`src/rtl/fpe_pkg.sv`:
```
package fpe_pkg;
    // Register word offsets (byte addresses, one aligned word each)
    localparam logic [3:0] FPE_OFF_MODE = 4'h0;
    localparam logic [3:0] FPE_OFF_ERR = 4'h4;
    localparam logic [3:0] FPE_OFF_EBS = 4'h8;
    localparam logic [3:0] FPE_OFF_EBL = 4'hC;
    localparam logic [4:0] FPE_OFF_IST = 5'h10;
    localparam logic [4:0] FPE_OFF_IMSK = 5'h14;
    localparam logic [4:0] FPE_OFF_REGION = 5'h18;
    // Mode control field positions
    localparam int FPE_B_HWE = 7;
    localparam int FPE_B_SWE = 6;
    localparam int FPE_B_ESU = 5;
    localparam int FPE_B_PSU = 4;
    localparam int FPE_B_EV = 3;
    localparam int FPE_B_PV = 2;
    localparam int FPE_B_EGO = 1;
    localparam int FPE_B_WGO = 0;
    // Error status flag position
    localparam int FPE_B_ERR = 7;
    // Large-block register width in use
    localparam int FPE_EBL_USED = 4;
    // Interrupt status bit positions
    localparam int FPE_I_ERR = 0;
    localparam int FPE_I_SELCLR = 1;
    // Reset values
    localparam logic [7:0] FPE_RST_REG = 8'h00;
    // Erase block base addresses, large blocks
    localparam logic [17:0] FPE_BASE_EB8 = 18'h08000;
    localparam logic [17:0] FPE_BASE_EB9 = 18'h10000;
    localparam logic [17:0] FPE_BASE_BLOCK_SELECT_10 = 18'h20000;
    localparam logic [17:0] FPE_BASE_BLOCK_SELECT_11 = 18'h30000;
    // Small block size (4 KB step)
    localparam logic [17:0] FPE_SMALL_STEP = 18'h01000;
    // Flash operating state
    typedef enum logic [2:0] {
        FPE_IDLE = 3'b000,
        FPE_ESETUP = 3'b001,
        FPE_PSETUP = 3'b010,
        FPE_ERASE = 3'b011,
        FPE_PROG = 3'b100,
        FPE_EVERIFY = 3'b101,
        FPE_PVERIFY = 3'b110
    } fpe_state_t;
endpackage

```
`src/rtl/fpe_region.sv`:
```
`timescale 1ns/1ps
`default_nettype none
// Translates the one-hot block selection into a base address
module fpe_region (
    // Selection
    input wire logic [7:0] small_sel,
    input wire logic [3:0] large_sel,
    // Decoded region
    output logic [17:0] base,
    output logic valid
);
    import fpe_pkg::*;

    logic [17:0] small_base;
    logic small_hit;

    // Small block n starts at n times 4 KB
    always_comb begin
        small_base = 18'h00000;
        small_hit = 1'b0;
        for (int n = 0; n < 8; n++) begin
            if (small_sel[n]) begin
                small_base = 18'(FPE_SMALL_STEP * n);
                small_hit = 1'b1;
            end
        end
    end

    // Large blocks override; selection is one-hot anyway
    always_comb begin
        base = small_base;
        valid = small_hit;
        if (large_sel[3]) begin
            base = FPE_BASE_BLOCK_SELECT_11;
            valid = 1'b1;
        end else if (large_sel[2]) begin
            base = FPE_BASE_BLOCK_SELECT_10;
            valid = 1'b1;
        end else if (large_sel[1]) begin
            base = FPE_BASE_EB9;
            valid = 1'b1;
        end else if (large_sel[0]) begin
            base = FPE_BASE_EB8;
            valid = 1'b1;
        end
    end
endmodule
`default_nettype wire

```
`src/rtl/fpe_ctrl.sv`:
```
`timescale 1ns/1ps
`default_nettype none
// Contract
// - hw enable flag is inverse of protect pin
// - sw enable set with hw enable enables
// - sw enable clear blocks other sets
// - erase setup bit enters erase setup
// - program setup bit enters program setup
// - erase verify bit enters erase verify
// - program verify bit enters program verify
// - erase go needs both enables, setup
// - program go needs both enables, setup
// - error flag set on error event during program or erase
// - reserved bits read zero
// - protect pin high clears block selects
// - sw enable low clears block selects
// - multiple selects clear all selects
// - bits 3,2 select top 64K blocks
// - bits 1,0 select 64K and 32K
// - protect pin guards program and erase
module fpe_ctrl (
    // Clock and reset
    input wire logic CLOCK,
    input wire logic RSTN,
    // Wishbone slave
    input wire logic WB_CYC_I,
    input wire logic WB_STB_I,
    input wire logic WB_WE_I,
    input wire logic [4:0] WB_ADR_I,
    input wire logic [3:0] WB_SEL_I,
    input wire logic [31:0] WB_DAT_I,
    output logic [31:0] WB_DAT_O,
    output logic WB_ACK_O,
    // Flash side
    input wire logic FLASH_PROTECT_PIN,
    input wire logic FLASH_ERROR_EVENT,
    output logic [2:0] FLASH_STATE,
    output logic [7:0] ERASE_SEL_SMALL,
    output logic [3:0] ERASE_SEL_LARGE,
    // Interrupt
    output logic IRQ
);
    import fpe_pkg::*;

    // Pin synchronisers
    logic prot_m_q, prot_q;
    logic err_m_q, err_q, err_prev_q;
    // Registers; mode bits 6:0 sit at their register positions
    logic [6:0] mode_q;
    logic err_flag_q;
    logic [7:0] ebs_q;
    logic [3:0] ebl_q;
    logic [1:0] ist_q, imsk_q;
    logic ack_q;
    logic [31:0] dat_q;
    // Registered state shown on the pins
    logic [2:0] state_out_q;
    logic [7:0] sel_small_q;
    logic [3:0] sel_large_q;
    logic irq_q;

    // Synchronise the protect pin and error event
    always_ff @(posedge CLOCK or negedge RSTN) begin
        if (!RSTN) begin
            prot_m_q <= 1'b1;
            prot_q <= 1'b1;
            err_m_q <= 1'b0;
            err_q <= 1'b0;
            err_prev_q <= 1'b0;
        end else begin
            prot_m_q <= FLASH_PROTECT_PIN;
            prot_q <= prot_m_q;
            err_m_q <= FLASH_ERROR_EVENT;
            err_q <= err_m_q;
            err_prev_q <= err_q;
        end
    end

    // Bus decode; a request is answered one edge after it is seen
    wire req = WB_CYC_I && WB_STB_I && !ack_q;
    // Writes land on the edge at which the master samples ack high
    wire commit = WB_CYC_I && WB_STB_I && ack_q;
    wire wr = commit && WB_WE_I && WB_SEL_I[0];
    wire wr_mode = wr && (WB_ADR_I[3:0] == FPE_OFF_MODE) && !WB_ADR_I[4];
    wire wr_ebs = wr && (WB_ADR_I[3:0] == FPE_OFF_EBS) && !WB_ADR_I[4];
    wire wr_ebl = wr && (WB_ADR_I[3:0] == FPE_OFF_EBL) && !WB_ADR_I[4];
    wire wr_ist = wr && (WB_ADR_I == FPE_OFF_IST);
    wire wr_imsk = wr && (WB_ADR_I == FPE_OFF_IMSK);
    wire [7:0] wdat = WB_DAT_I[7:0];

    wire hwe = !prot_q;
    wire swe_next = wr_mode ? (wdat[FPE_B_SWE] && hwe) : (mode_q[FPE_B_SWE] && hwe);
    wire both_en = hwe && mode_q[FPE_B_SWE];
    // other bits settable only under both enables
    wire low_ok = both_en && swe_next;
    wire [6:0] mode_wr_val = low_ok ? {swe_next, wdat[5:0]} : {swe_next, 6'h00};
    wire ego_ok = wdat[FPE_B_ESU] && wdat[FPE_B_EGO];
    wire wgo_ok = wdat[FPE_B_PSU] && wdat[FPE_B_WGO];
    // Go bits survive only with their setup bit in the same write
    wire [6:0] mode_wr_fin = {mode_wr_val[6:2], mode_wr_val[1] && ego_ok,
        mode_wr_val[0] && wgo_ok};
    // Protect pin high wipes every mode bit
    wire [6:0] mode_d = wr_mode ? mode_wr_fin :
        (hwe ? mode_q : 7'h00);

    // Block selects: new candidate values
    wire [7:0] ebs_cand = (wr_ebs && both_en) ? wdat : ebs_q;
    wire [3:0] ebl_cand = (wr_ebl && both_en) ? wdat[3:0] : ebl_q;
    wire [11:0] sel_all = {ebl_cand, ebs_cand};
    wire multi = (sel_all & (sel_all - 12'h001)) != 12'h000;
    wire sel_clear = prot_q || !mode_d[FPE_B_SWE] || multi;

    // Mode control register
    always_ff @(posedge CLOCK or negedge RSTN) begin
        if (!RSTN) begin
            mode_q <= 7'h00;
        end else begin
            mode_q <= mode_d;
        end
    end

    // Erase block select registers
    always_ff @(posedge CLOCK or negedge RSTN) begin
        if (!RSTN) begin
            ebs_q <= FPE_RST_REG;
            ebl_q <= 4'h0;
        end else if (sel_clear) begin
            // clear on protect, sw disable or multi
            ebs_q <= FPE_RST_REG;
            ebl_q <= 4'h0;
        end else begin
            ebs_q <= ebs_cand;
            ebl_q <= ebl_cand;
        end
    end

    // Error event edge while programming or erasing
    wire busy = mode_q[FPE_B_EGO] || mode_q[FPE_B_WGO];
    wire err_evt = err_q && !err_prev_q && busy;

    // Error flag, sticky until reset
    always_ff @(posedge CLOCK or negedge RSTN) begin
        if (!RSTN) begin
            err_flag_q <= 1'b0;
        end else if (err_evt) begin
            err_flag_q <= 1'b1;
        end
    end

    // Interrupt events
    wire [1:0] ist_set = {multi && !prot_q && mode_d[FPE_B_SWE], err_evt};
    wire [1:0] ist_d = ist_set | (ist_q & ~(wr_ist ? wdat[1:0] : 2'b00));

    // Interrupt status and mask, set wins over clear
    always_ff @(posedge CLOCK or negedge RSTN) begin
        if (!RSTN) begin
            ist_q <= 2'b00;
            imsk_q <= 2'b00;
        end else begin
            ist_q <= ist_d;
            if (wr_imsk) begin
                imsk_q <= wdat[1:0];
            end
        end
    end

    // Flash operating state from mode bits
    fpe_state_t state_d;
    always_comb begin
        state_d = FPE_IDLE;
        if (!both_en) begin
            state_d = FPE_IDLE;
        end else if (mode_q[FPE_B_EGO]) begin
            state_d = FPE_ERASE;
        end else if (mode_q[FPE_B_WGO]) begin
            state_d = FPE_PROG;
        end else if (mode_q[FPE_B_ESU]) begin
            state_d = FPE_ESETUP;
        end else if (mode_q[FPE_B_PSU]) begin
            state_d = FPE_PSETUP;
        end else if (mode_q[FPE_B_EV]) begin
            state_d = FPE_EVERIFY;
        end else if (mode_q[FPE_B_PV]) begin
            state_d = FPE_PVERIFY;
        end
    end

    // Region decode for the read-back register
    logic [17:0] reg_base;
    logic reg_valid;
    fpe_region u_region (
        .small_sel(ebs_q),
        .large_sel(ebl_q),
        .base(reg_base),
        .valid(reg_valid)
    );

    // Read mux
    // flag sits above the stored bits
    wire [7:0] mode_rd = {hwe, mode_q};
    logic [31:0] rd_d;
    always_comb begin
        rd_d = 32'h00000000;
        unique case (WB_ADR_I)
            {1'b0, FPE_OFF_MODE}: rd_d = {24'h000000, mode_rd};
            {1'b0, FPE_OFF_ERR}: rd_d = {24'h000000, err_flag_q, 7'h00};
            {1'b0, FPE_OFF_EBS}: rd_d = {24'h000000, ebs_q};
            {1'b0, FPE_OFF_EBL}: rd_d = {28'h0000000, ebl_q};
            FPE_OFF_IST: rd_d = {30'h00000000, ist_q};
            FPE_OFF_IMSK: rd_d = {30'h00000000, imsk_q};
            FPE_OFF_REGION: rd_d = {13'h0000, reg_valid, reg_base};
            default: rd_d = 32'h00000000;
        endcase
    end

    // Bus answer, one wait state
    always_ff @(posedge CLOCK or negedge RSTN) begin
        if (!RSTN) begin
            ack_q <= 1'b0;
            dat_q <= 32'h00000000;
        end else begin
            ack_q <= req;
            dat_q <= req ? rd_d : 32'h00000000;
        end
    end

    // Registered outputs
    always_ff @(posedge CLOCK or negedge RSTN) begin
        if (!RSTN) begin
            state_out_q <= 3'b000;
            sel_small_q <= 8'h00;
            sel_large_q <= 4'h0;
            irq_q <= 1'b0;
        end else begin
            state_out_q <= state_d;
            sel_small_q <= ebs_q;
            sel_large_q <= ebl_q;
            irq_q <= |(ist_d & imsk_q);
        end
    end

    assign WB_ACK_O = ack_q;
    assign WB_DAT_O = dat_q;
    assign FLASH_STATE = state_out_q;
    assign ERASE_SEL_SMALL = sel_small_q;
    assign ERASE_SEL_LARGE = sel_large_q;
    assign IRQ = irq_q;

    // Flag follows the pin two edges late, once the synchroniser has filled
    a_hwe_follows_pin: assert property (@(posedge CLOCK) disable iff (!RSTN)
        $past(RSTN, 2) |-> (mode_rd[7] == !$past(FLASH_PROTECT_PIN, 2)))
        else $error("hw enable flag wrong");
    // Protect pin clears selects next cycle
    a_prot_clears_sel: assert property (@(posedge CLOCK) disable iff (!RSTN)
        prot_q |=> (ebs_q == 8'h00) && (ebl_q == 4'h0)) else $error("sel not cleared");
    // SW disable clears selects
    a_swe_clears_sel: assert property (@(posedge CLOCK) disable iff (!RSTN)
        !mode_q[FPE_B_SWE] |-> (ebs_q == 8'h00) && (ebl_q == 4'h0))
        else $error("sel set without sw enable");
    // Never more than one select bit
    a_sel_onehot: assert property (@(posedge CLOCK) disable iff (!RSTN)
        $onehot0({ebl_q, ebs_q})) else $error("multiple block selects");
    // Erase go only with setup
    a_ego_needs_esu: assert property (@(posedge CLOCK) disable iff (!RSTN)
        mode_q[FPE_B_EGO] |-> mode_q[FPE_B_ESU]) else $error("erase without setup");
    // Program go only with setup
    a_wgo_needs_psu: assert property (@(posedge CLOCK) disable iff (!RSTN)
        mode_q[FPE_B_WGO] |-> mode_q[FPE_B_PSU]) else $error("program without setup");
    // Mode bits clear without sw enable
    a_mode_gated: assert property (@(posedge CLOCK) disable iff (!RSTN)
        !mode_q[FPE_B_SWE] |-> mode_q[5:0] == 6'h00) else $error("mode bit set");
    // Error event sets flag within a cycle
    a_err_sets_flag: assert property (@(posedge CLOCK) disable iff (!RSTN)
        err_evt |=> err_flag_q) else $error("error flag not set");
    // Erase setup reaches the state output
    a_state_erase: assert property (@(posedge CLOCK) disable iff (!RSTN)
        (both_en && mode_q[FPE_B_ESU] && !mode_q[FPE_B_EGO] && !mode_q[FPE_B_WGO])
        |=> FLASH_STATE == FPE_ESETUP) else $error("erase setup not shown");
    // Program setup reaches the state output
    a_state_psetup: assert property (@(posedge CLOCK) disable iff (!RSTN)
        (both_en && mode_q[FPE_B_PSU] && !mode_q[FPE_B_ESU] && !mode_q[FPE_B_EGO]
        && !mode_q[FPE_B_WGO]) |=> FLASH_STATE == FPE_PSETUP)
        else $error("program setup not shown");
    // Erase go reaches the state output
    a_state_erase_go: assert property (@(posedge CLOCK) disable iff (!RSTN)
        (both_en && mode_q[FPE_B_EGO]) |=> FLASH_STATE == FPE_ERASE)
        else $error("erase not shown");
    // Program go reaches the state output
    a_state_prog_go: assert property (@(posedge CLOCK) disable iff (!RSTN)
        (both_en && mode_q[FPE_B_WGO] && !mode_q[FPE_B_EGO]) |=> FLASH_STATE == FPE_PROG)
        else $error("program not shown");
    // Erase verify without setup or go bits reaches the state output
    a_state_everify: assert property (@(posedge CLOCK) disable iff (!RSTN)
        (both_en && mode_q[FPE_B_EV] && (mode_q[5:4] == 2'h0) && (mode_q[1:0] == 2'h0))
        |=> FLASH_STATE == FPE_EVERIFY) else $error("erase verify not shown");
    // Program verify alone reaches the state output
    a_state_pverify: assert property (@(posedge CLOCK) disable iff (!RSTN)
        (both_en && mode_q[FPE_B_PV] && (mode_q[5:3] == 3'h0) && (mode_q[1:0] == 2'h0))
        |=> FLASH_STATE == FPE_PVERIFY) else $error("program verify not shown");
    // Without both enables the flash rests idle
    a_idle_locked: assert property (@(posedge CLOCK) disable iff (!RSTN)
        !both_en |=> FLASH_STATE == FPE_IDLE)
        else $error("state left idle while locked");
    // Protect pin high empties the mode register
    a_mode_clr_prot: assert property (@(posedge CLOCK) disable iff (!RSTN)
        !hwe |=> mode_q == 7'h00)
        else $error("mode kept while protected");
    // Software enable only rises while the hw flag is set
    a_swe_needs_hwe: assert property (@(posedge CLOCK) disable iff (!RSTN)
        $rose(mode_q[FPE_B_SWE]) |-> $past(hwe))
        else $error("sw enable set while protected");
    // Select writes refused without both enables
    a_sel_locked: assert property (@(posedge CLOCK) disable iff (!RSTN)
        !both_en |=> (ebs_q == 8'h00) && (ebl_q == 4'h0))
        else $error("select taken while locked");
    // Error flag only leaves through reset
    a_err_sticky: assert property (@(posedge CLOCK) disable iff (!RSTN)
        err_flag_q |=> err_flag_q)
        else $error("error flag dropped");
    // Unmasked pending event raises the interrupt
    a_irq_raised: assert property (@(posedge CLOCK) disable iff (!RSTN)
        (|(ist_q & imsk_q)) && !wr_ist |=> IRQ)
        else $error("interrupt not raised");
    // Reserved status bits answer zero
    a_err_reserved: assert property (@(posedge CLOCK) disable iff (!RSTN)
        WB_ACK_O && (WB_ADR_I == {1'b0, FPE_OFF_ERR}) |-> WB_DAT_O[6:0] == 7'h00)
        else $error("reserved status bits set");
    // Reserved large-select bits answer zero
    a_ebl_reserved: assert property (@(posedge CLOCK) disable iff (!RSTN)
        WB_ACK_O && (WB_ADR_I == {1'b0, FPE_OFF_EBL}) |-> WB_DAT_O[31:4] == 28'h0000000)
        else $error("reserved select bits set");
endmodule
`default_nettype wire

```
`config.mk`:
```
export PLATFORM = sky130hd
export DESIGN_NAME = fpe_ctrl
export DESIGN_NICKNAME = d
export VERILOG_FILES = /design/src/rtl/fpe_pkg.sv /design/src/rtl/fpe_region.sv /design/src/rtl/fpe_ctrl.sv
export SDC_FILE = /design/constraint.sdc
export NUM_CORES = 1
export LEC_CHECK = 0
export BUFFER_PORTS_ARGS = -buffer_cell sky130_fd_sc_hd__buf_4
export CORE_MARGIN = 10
export CORE_UTILIZATION = 56
export CTS_BUF_LIST = sky130_fd_sc_hd__clkbuf_2
export DETAILED_ROUTE_END_ITERATION = 16
export PLACE_DENSITY = 0.84
export SLEW_MARGIN = 30
export SYNTH_ARGS = -nofsm -noshare
export SYNTH_HDL_FRONTEND = slang
export SYNTH_SLANG_ARGS = --single-unit
```
`constraint.sdc`:
```
create_clock -name CLOCK -period 7.04 [get_ports CLOCK]
set_clock_uncertainty 0.15 [all_clocks]
set_input_delay 0.704 -clock CLOCK [delete_from_list [all_inputs] [get_ports CLOCK]]
set_output_delay 0.704 -clock CLOCK [all_outputs]
set_load 0.01 [all_outputs]
```
==> results.cfg, run 1 <==
[job]
max_cap_viol_count = 0

[logic_synthesis]
synth.avg_cell_area_um2 = 9.878
synth_top_area_share_pct = 50.67
yosysWarningCount = 0
synth-async-reset-ratio_pct = 100.0
yosys-top-cells-count = 59 x dfrtp_1, 38 x nor2_1, 31 x nand2_1
ys_seq_area_share_pct = 52.47
netlist_area_um2 = 2914
synth_cells = 295
synth_area_leader_cell = dfrtp_1
yosysMostFrequentCell = dfrtp_1
ys_seq_elements = 61
synthTopCellsByArea = dfrtp_1 51%, nor2_1 4.9%, buf_4 4.4%
synth-edff-count = 0
ys.flop_type = dfrtp_1
yosysUniqueCellTypes = 46

[global_route]
use_met1_pct = 20.42
grt.total_usage_pct = 16.79
grt_pass1_wl_mm = 11.41
antenna_found_initial = 0
grt_overflow = 0
grt-busiest-layer = met2
grtUsageMet2_pct = 26.47
use_met3_pct = 5.868
grt_max_degree = 62
grt_pass1_vias = 2332

[routing]
drtIter0Drc = 174
drcViolationCount = 0
drtAntennaViolNets = 0
dr.pass1.iters = 4
via_per_inst = 5.516
drt-wirelength-per-cell_um = 16.48
wl_mm = 6.905
vias = 2311

[final_layout]
num_antenna_cells = 0
nets = 392
layout-drive-gt1-share_pct = 23.21
fillCellCount = 425
area_delta_synth_final_pct = 16.53
register_area_um2 = 1529
fin_util_pct = 66.91
multiInputGateArea_um2 = 1220

[timing]
finalCritPeriodShare_pct = 52.27
max_freq_ghz = 0.2718
layout_min_cycle_time_ns = 3.680
finalSetupViolations = 0
relSlewSlack_pct = 44.78
finalHoldViolCount = 0
fin_setup_tns_ns = 0
setup_slack_ns = 3.360
maxSlewViolCount = 0
rsz0062_at_grt = false
worst-slew-pin-transition_ns = 0.8215

[pwr]
power_density_nw_per_um2 = 185.8
ir_worst_vdd_uv = 118.6
p_leak_nw = 1.609

[setup_path]
worstSetupStartpointType = input port
path_class = input port to register
crit_arrival_ns = 3.93
r2r-end = IRQ
crit_path_max_fanout = 14
cp-end-kind = register
critPathSlowestCell = nor4_2
required_ns = 7.29
reg2reg_from = WB_ACK_O
cp_cell_sequence = buf_4 > or3_4 > nor4_2 > mux2i_1 > nand4b_4 > a2111oi_2 > nand3_2 > o41a_1
rr_worst_depth = 7
max_stage_delay_ns = 0.73
r2r_slack_ns = 3.38

[clock_tree]
clock_latency_ns = 0.51
cts_tree = built
postCtsResizedCells = 0
root_buffer = clkbuf_2
cts-buffers-inserted = 9
htreeDepth = 3
path_clk_slew_ns = 0.18
hold_buffers = 0
cts_setup_buffers = 0
numClockSinks = 61
cts_max_path_buffers = 2

[place]
place_hpwl_mm = 5.008
dp_slack_ns = 2.901
globalplace.congestion = 0.9419
port_buffers = 52

[floorplanning]
die-area_um2 = 8489
pin_count = 97
core-area_um2 = 5075
fp.dieW_um = 92.14
initial_core_util_pct = 57.42
die_h_um = 92.14
num_rows = 26

[status]
status = finished, final reports clean

[hold_path]
min_path_type = input port to async pin
-- report_power, final --
part | internal, W | switching, W
Sequential | 0.000353 | 0.00000162
Clock | 0.000116 | 0.000125
Combinational | 0.0000114 | 0.0000243
Total | 0.000480 | 0.000151
-- per-stage QoR --
| stage | hold slack, ns | area, µm² | instances | power (W) |
|---|---|---|---|---|
| detailed placement | 0.1944 | 3268 | 403 | 0.0003965 |
| global placement | 0.1832 | 3268 | 403 | 0.0003960 |
| finish | 0.07064 | 3396 | 419 | 0.0006310 |
| global route | 0.09976 | 3396 | 419 | 0.0006567 |
| CTS | 0.1041 | 3396 | 419 | 0.0006309 |
| floorplan | 0.1812 | 2974 | 311 | 0.0003823 |
-- state kept, by name (all words and copies together) (netlist names), 2 cells and up --
| register | count |
|---|---|
| imsk_q | 2 |
| FLASH_STATE | 3 |
| ebl_q | 4 |
| mode_q | 7 |
| ERASE_SEL_SMALL | 8 |
| ERASE_SEL_LARGE | 4 |
| ebs_q | 8 |
| ist_q | 2 |
| WB_DAT_O | 15 |
-- cell type report --
class / count / share of cell area [%]
clock buffer: 10 / 1.474
timing repair buffer: 52 / 11.50
multi-input combinational: 209 / 35.92
inverter: 11 / 1.216
tap: 70 / 2.579
clock inverter: 6 / 2.284
sequential: 61 / 45.03
-- cell usage in the layout (no fill, tap or decap), drive strengths merged, types with 2 or more instances in the layout --
master and count:
clkinv 4, conb 17, nand3 6, mux2i 9
nand2b 3, nor3 9, dfrtp 59, a41oi 2
or4 3, a222oi 2, and3 3, nor3b 3
a21oi 24, a2111oi 6, nand2 31, o211ai 2
mux2 3, o21ai 6, dfstp 2, nand4 7
buf 52, nor4 12, bufinv 2, a22oi 5
nor2 38, inv 11, clkbuf 10, nor2b 2
nand3b 4
-- per-layer routing --
metal | up-vias | part of all wire [%]
li1 | 1116 | -
met1 | 1085 | 43
met2 | 98 | 47
met3 | 12 | 8.1
met4 | 0 | 1.5
met5 | - | 0
-- worst max-delay path, delay by kind of cell --
kind                   cells  cell delay [ns]
multiplexers               1             0.54
AND/OR/NAND/NOR            4             1.67
buffers and inverters      1             0.14
AO/OA/AOI/OAI              2             0.86
-- how the worst max path moves through the flow --
stage,start,end,slack [ns]
after floorplan,WB_ADR_I[4],ist_q[1],3.56
after global placement,WB_ADR_I[4],IRQ,2.88
after detailed placement,WB_ADR_I[4],IRQ,2.90
after CTS,WB_ADR_I[4],IRQ,3.43
after global routing,WB_ACK_O,ebs_q[0],3.05
final,WB_ADR_I[4],IRQ,3.36
-- kinds of logic (layout without fill, tap and decap cells) --
kind of cell | count (synthesis) | after routing | share of synthesized area [%]
AND/OR/NAND/NOR | 127 | 127 | 22.76
flip-flops | 61 | 61 | 52.47
AO/OA/AOI/OAI | 52 | 52 | 12.32
buffers and inverters | 41 | 79 | 7.729
multiplexers | 12 | 12 | 4.251
adder cells (fa/ha/maj) | 1 | 1 | 0.3435
other | 1 | 17 | 0.1287
Note: power is estimated with default switching activity, not from simulation.
==> run 2, diff against run 1 <==
--- a/config.mk
+++ b/config.mk
@@ -5,12 +5,13 @@
 export SDC_FILE = /design/constraint.sdc
 export NUM_CORES = 1
 export LEC_CHECK = 0
+export ABC_AREA = 1
 export BUFFER_PORTS_ARGS = -buffer_cell sky130_fd_sc_hd__buf_4
 export CORE_MARGIN = 10
-export CORE_UTILIZATION = 56
+export CORE_UTILIZATION = 47
 export CTS_BUF_LIST = sky130_fd_sc_hd__clkbuf_2
 export DETAILED_ROUTE_END_ITERATION = 16
-export PLACE_DENSITY = 0.84
+export PLACE_DENSITY = 0.75
 export SLEW_MARGIN = 30
 export SYNTH_ARGS = -nofsm -noshare
 export SYNTH_HDL_FRONTEND = slang
==> constraint.sdc (replaced) <==
create_clock -name CLOCK -period 3.05 [get_ports CLOCK]
set_clock_uncertainty 0.15 [all_clocks]
set_input_delay 0.305 -clock CLOCK [delete_from_list [all_inputs] [get_ports CLOCK]]
set_output_delay 0.305 -clock CLOCK [all_outputs]
set_load 0.01 [all_outputs]
==> results.cfg, run 2 <==
[status]
status = finished, final reports clean

[routing]
drt-wirelength-per-cell_um = 14.55
vias = 2413
drtIter0Drc = 162
wl_mm = 7.161
drtAntennaViolNets = 0
drcViolationCount = 0
via_per_inst = 4.904
dr.pass1.iters = 7

[global_route]
grt_overflow = 0
grt_pass1_wl_mm = 11.80
grt_pass1_vias = 2495
grt_max_degree = 62
antenna_found_initial = 0
grt.total_usage_pct = 14.70

[logic_synthesis]
netlist_area_um2 = 2900
yosysMostFrequentCell = nand2_1
synth.avg_cell_area_um2 = 8.431
synthTopCellsByArea = dfrtp_1 51%, nand2_1 11%, inv_1 5.8%
ys.flop_type = dfrtp_1
ys_seq_area_share_pct = 52.72
yosysUniqueCellTypes = 30
synth-edff-count = 0
synth-async-reset-ratio_pct = 100.0
synth_cells = 344
yosys-top-cells-count = 88 x nand2_1, 59 x dfrtp_1, 45 x inv_1
yosysWarningCount = 0
synth_area_leader_cell = dfrtp_1
ys_seq_elements = 61
synth_top_area_share_pct = 50.91

[setup_path]
crit_top_cell = nand2_1
crit_path_max_fanout = 12
path_class = input port to register
critPathTopFamily = simple AND/OR/NAND/NOR gates
worstSetupStartpointType = input port
crit_arrival_ns = 2.90
cp-end-kind = register
cp_cell_sequence = dlygate4sd3_1 > buf_4 > inv_2 > nand3_4 > nor2_4 > nand2_1 > nand2_1 > nand2_2 > nor2_2 > nand2_1 > nand2_1 > nand2_1 > nor2_2 > nand4_2 > buf_4 > nor2_1
r2r-end = ebs_q[7]
max_stage_delay_ns = 0.56
reg2reg_from = mode_q[6]
path_buf_inv = 4
required_ns = 3.30
r2r_slack_ns = 0.46
rr_worst_depth = 15
critPathSlowestCell = dlygate4sd3_1

[clock_tree]
numClockSinks = 61
path_clk_slew_ns = 0.16
cts_max_path_buffers = 2
htreeDepth = 3
clock_latency_ns = 0.47
cts-buffers-inserted = 9
postCtsResizedCells = 0
root_buffer = clkbuf_2
cts_tree = built

[final_layout]
area_delta_synth_final_pct = 19.84
final_cells = 492
fillCellCount = 550
num_antenna_cells = 0
nets = 460
layout-drive-gt1-share_pct = 25.18
layout_common_cells = 88 x nand2_1, 59 x dfrtp_1, 53 x buf_4, 45 x inv_1, 32 x nor2_1
final_common_cell = nand2_1
largest_reg_flops = 15

[hold_path]
hp-start = WB_DAT_I[2]
holdPathEnd = mode_q[2]
min_path_type = input port to register
hold-path-cell-count = 3

[timing]
layout_min_cycle_time_ns = 2.646
hold-worst-slack_ns = 0.02871
finalSetupViolations = 0
maxSlewViolCount = 0
worst-slew-pin-transition_ns = 0.7353
max_freq_ghz = 0.3779
finalCritPeriodShare_pct = 86.75
relSlewSlack_pct = 50.98
fin_setup_tns_ns = 0
rsz0062_at_grt = false
finalHoldViolCount = 0

[place]
place_hpwl_mm = 5.590
globalplace.congestion = 0.8939
dpl.cell_count = 469
port_buffers = 52

[pwr]
ir_worst_vdd_uv = 203.5
p_leak_nw = 1.911
power_density_nw_per_um2 = 396.1

[floorplanning]
pin_count = 97
fp.dieW_um = 98.56
die_h_um = 98.56
initial_core_util_pct = 48.70
core-area_um2 = 5956
die-area_um2 = 9713
num_rows = 28

[job]
max_cap_viol_count = 0
-- run 2: cell count changes after synthesis, moves of 8 or more --
cell / change
a21oi_1: -10
clkbuf_1: -10
inv_1: +34
mux2i_1: -9
nand2_1: +57
nand2_2: +8
nand3_1: +8
nor2_2: +15
nor4_1: -9
-- run 2: tightest hold or removal path, stage by stage --
cell     delay, ns
buf_4         0.11
inv_1         0.10
o32ai_1       0.10
-- run 2: area by class of cell --
cell class | instances | area [µm²] | share of cell area (%)
tap | 75 | 93.84 | 2.700
clock inverter | 6 | 53.80 | 1.548
clock buffer | 10 | 50.05 | 1.440
timing repair buffer | 60 | 467.9 | 13.46
inverter | 50 | 187.7 | 5.400
multi-input combinational | 230 | 1094 | 31.46
sequential | 61 | 1529 | 43.99
-- run 2: kinds of logic (layout without fill, tap and decap cells) --
kind of cell	after synthesis	count (layout)	share of synthesized area [%]
buffers and inverters	69	126	11.65
AND/OR/NAND/NOR	171	171	27.14
other	1	17	0.1293
AO/OA/AOI/OAI	42	42	8.370
flip-flops	61	61	52.72
-- run 2: power by group --
part	internal, W	total (W)	switching [W]
Combinational	0.0000306	0.0000871	0.0000565
Clock	0.000185	0.000469	0.000284
Sequential	0.000817	0.000821	0.00000395
Total	0.00103	0.00138	0.000344
-- run 2: metrics by stage --
stage	cell area [µm²]	worst slack [ns]	util, %	power, W
after global placement	3302	0.5169	55.44	0.0009124
final	3476	0.4041	58.36	0.001377
after CTS	3476	0.5000	58.36	0.001388
after floorplan	2960	0.9366	-	0.0008812
after detailed placement	3302	0.5033	55.44	0.0009146
after global routing	3476	0.1799	58.36	0.001434
-- run 2: timing repair --
action	in CTS	in global routing
hold buffers	7	0
setup buffers	0	0
hold endpoints to repair	69	0
-- run 2: per-layer routing --
layer	global-route usage [%]	wire length, µm	part of all wire (%)
met3	4.399	578	8.1
met2	23.00	3330	47
met4	7.387	136	1.9
met5	0	0	0
met1	18.03	3115	43
-- run 2: worst max-delay path by stage --
stage | startpoint | end | depth (start not counted)
floorplan | prot_q | ebs_q[5] | 15
global placement | WB_CYC_I | IRQ | 18
detailed placement | WB_ADR_I[1] | ebs_q[7] | 15
CTS | prot_q | IRQ | 17
global route | mode_q[6] | ebs_q[7] | 15
finish | WB_ADR_I[4] | ebs_q[7] | 16
==> run 3, diff against run 2 <==
--- a/config.mk
+++ b/config.mk
@@ -7,7 +7,7 @@
 export LEC_CHECK = 0
 export ABC_AREA = 1
 export BUFFER_PORTS_ARGS = -buffer_cell sky130_fd_sc_hd__buf_4
-export CORE_MARGIN = 10
+export CORE_MARGIN = 1.5
 export CORE_UTILIZATION = 47
 export CTS_BUF_LIST = sky130_fd_sc_hd__clkbuf_2
 export DETAILED_ROUTE_END_ITERATION = 16
==> constraint.sdc (replaced) <==
create_clock -name CLOCK -period 3.05 [get_ports CLOCK]
set_clock_uncertainty 0.15 [all_clocks]
set_input_delay 0.1525 -clock CLOCK [delete_from_list [all_inputs] [get_ports CLOCK]]
set_output_delay 0.1525 -clock CLOCK [all_outputs]
set_load 0.01 [all_outputs]
==> results.cfg, run 3 (synthesized netlist as in run 2, its figures left out) <==
[status]
status = finished, final reports clean

[floorplanning]
initial_core_util_pct = 48.70
num_rows = 28
die-area_um2 = 6651
core-area_um2 = 5956
die_h_um = 81.56
fp.dieW_um = 81.56
pin_count = 97

[final_layout]
area_delta_synth_final_pct = 29.90
register_area_um2 = 1529
fillCellCount = 500
num_antenna_cells = 0
multiInputGateArea_um2 = 1145
layout_common_cells = 86 x nand2_1, 59 x dfrtp_1, 53 x buf_4, 43 x inv_1, 31 x nor2_1
largest_reg_flops = 15
final_common_cell = nand2_1
layout-drive-gt1-share_pct = 25.92
nets = 479
final_cells = 511
fin_util_pct = 63.26

[global_route]
grt.total_usage_pct = 22.23
grt_pass1_vias = 2477
antenna_found_initial = 0
grt_max_degree = 62
grt_overflow = 0
grt_pass1_wl_mm = 10.99

[routing]
topRoutingLayerUsed = met4
wl_mm = 6.961
wl_met3_um = 502
drt-met1-wl_mm = 2.866
drt-wirelength-per-cell_um = 13.62
drtAntennaViolNets = 0
drcViolationCount = 0
via_per_inst = 5.082
dr.pass1.iters = 5
vias = 2597
wl_met2_mm = 3.452
drtIter0Drc = 269

[setup_path]
crit_top_cell = nand2_1
critPathSlowestCell = dlygate4sd3_1
critPathTopFamily = simple AND/OR/NAND/NOR gates
path_buf_inv = 4
worstSetupStartpointType = input port
reg2reg_from = mode_q[6]
cp_cell_sequence = dlygate4sd3_1 > buf_4 > nor2_4 > nand3_4 > dlygate4sd3_1 > inv_2 > nand2_2 > nand2_1 > nand2_1 > nor2_1 > nand2_1 > nand2_1 > nand3_1 > nor2_4 > nand3_1 > nand2_1 > nand2_1 > nand2_1 > nand2_1
crit_path_max_fanout = 8
crit_arrival_ns = 3.19
required_ns = 3.32
cp-end-kind = register
crit_start = WB_ADR_I[1]
path_class = input port to register
max_stage_delay_ns = 0.62

[place]
port_buffers = 52
dpl.cell_count = 469
globalplace.congestion = 0.9915
dp_slack_ns = 0.3480
place_hpwl_mm = 4.875

[job]
max_cap_viol_count = 0

[pwr]
ir_worst_vdd_uv = 332.3
p_leak_nw = 2.021
power_density_nw_per_um2 = 419.0

[timing]
finalSetupViolations = 0
maxSlewViolCount = 0
rsz0062_at_grt = false
max_freq_ghz = 0.3423
worst-slew-pin-transition_ns = 0.7168
finalCritPeriodShare_pct = 95.79
fin_setup_tns_ns = 0
finalHoldViolCount = 0
setup_slack_ns = 0.1284
layout_min_cycle_time_ns = 2.922
relSlewSlack_pct = 52.22

[clock_tree]
path_clk_slew_ns = 0.20
clock_latency_ns = 0.48
htreeDepth = 3
cts_max_path_buffers = 2
root_buffer = clkbuf_2
cts-buffers-inserted = 9
cts_tree = built
numClockSinks = 61

[hold_path]
min_path_type = input port to register
hp-start = WB_WE_I
==> run 3: stage by stage <==
stage / hold slack (ns) / total power (W) / area [µm²]
3_5_place_dp: 0.1109 / 0.0009136 / 3302
3_3_place_gp: 0.1012 / 0.0009120 / 3302
5_1_grt: 0.08691 / 0.001625 / 3767
4_1_cts: 0.003471 / 0.001593 / 3714
6_report: 0.06234 / 0.001579 / 3767
2_1_floorplan: -0.2931 / 0.0008812 / 2960
==> run 3: path summary, 6_finish.rpt <==
kind | endpoint | slack (ns) | cells after the start
worst min-delay path | imsk_q[1] | 0.06 | 6
worst max register to register | IRQ | 0.44 | 17
max in group asynchronous | ebs_q[0] | 2.18 | 2
min in group asynchronous | WB_DAT_O[1] | 0.08 | 2
worst max-delay path | IRQ | 0.13 | 19
worst min register to register | prot_q | 0.22 | 0
==> run 3: cell type report <==
| class | count | area share, % |
|---|---|---|
| Sequential cell | 61 | 40.58 |
| Timing Repair Buffer | 78 | 17.27 |
| Multi-Input combinational cell | 231 | 30.39 |
| Tap cell | 75 | 2.491 |
| Clock inverter | 6 | 2.956 |
| Inverter | 50 | 4.982 |
| Clock buffer | 10 | 1.328 |
==> run 3: worst reg2reg max path, stage by stage (launching register included) <==
cell	delay [ns]
dfrtp_1	0.45
inv_2	0.04
nor2_1	0.15
nand3_2	0.15
nor2_4	0.29
nand2_1	0.12
nand2_1	0.15
nand2_2	0.11
nor2_2	0.13
nand3_1	0.10
nand2_1	0.07
inv_1	0.06
nor2_4	0.19
nand3_1	0.10
nand2_1	0.10
nand2_1	0.08
nand2_1	0.07
nand2_1	0.05
==> run 3: what timing repair did <==
| action | CTS | global route |
|---|---|---|
| resized for setup | 0 | 12 |
| setup endpoints to repair | 0 | 15 |
| buffers inserted | 0 | 0 |
| hold buffers | 25 | 0 |
| endpoints found under the hold margin | 95 | 0 |
==> run 3: report_power, final <==
group | switching (W) | leakage [nW] | internal (W)
sequential | 0.00000365 | 0.824 | 0.000817
combinational | 0.0000584 | 1.11 | 0.0000435
clock | 0.000299 | 0.0921 | 0.000357
==> run 3: metal layers <==
metal | vias up | track usage [%]
met4 | 0 | 9.655
met5 | - | 0
li1 | 1227 | -
met2 | 130 | 37.69
met3 | 16 | 4.222
met1 | 1224 | 27.52
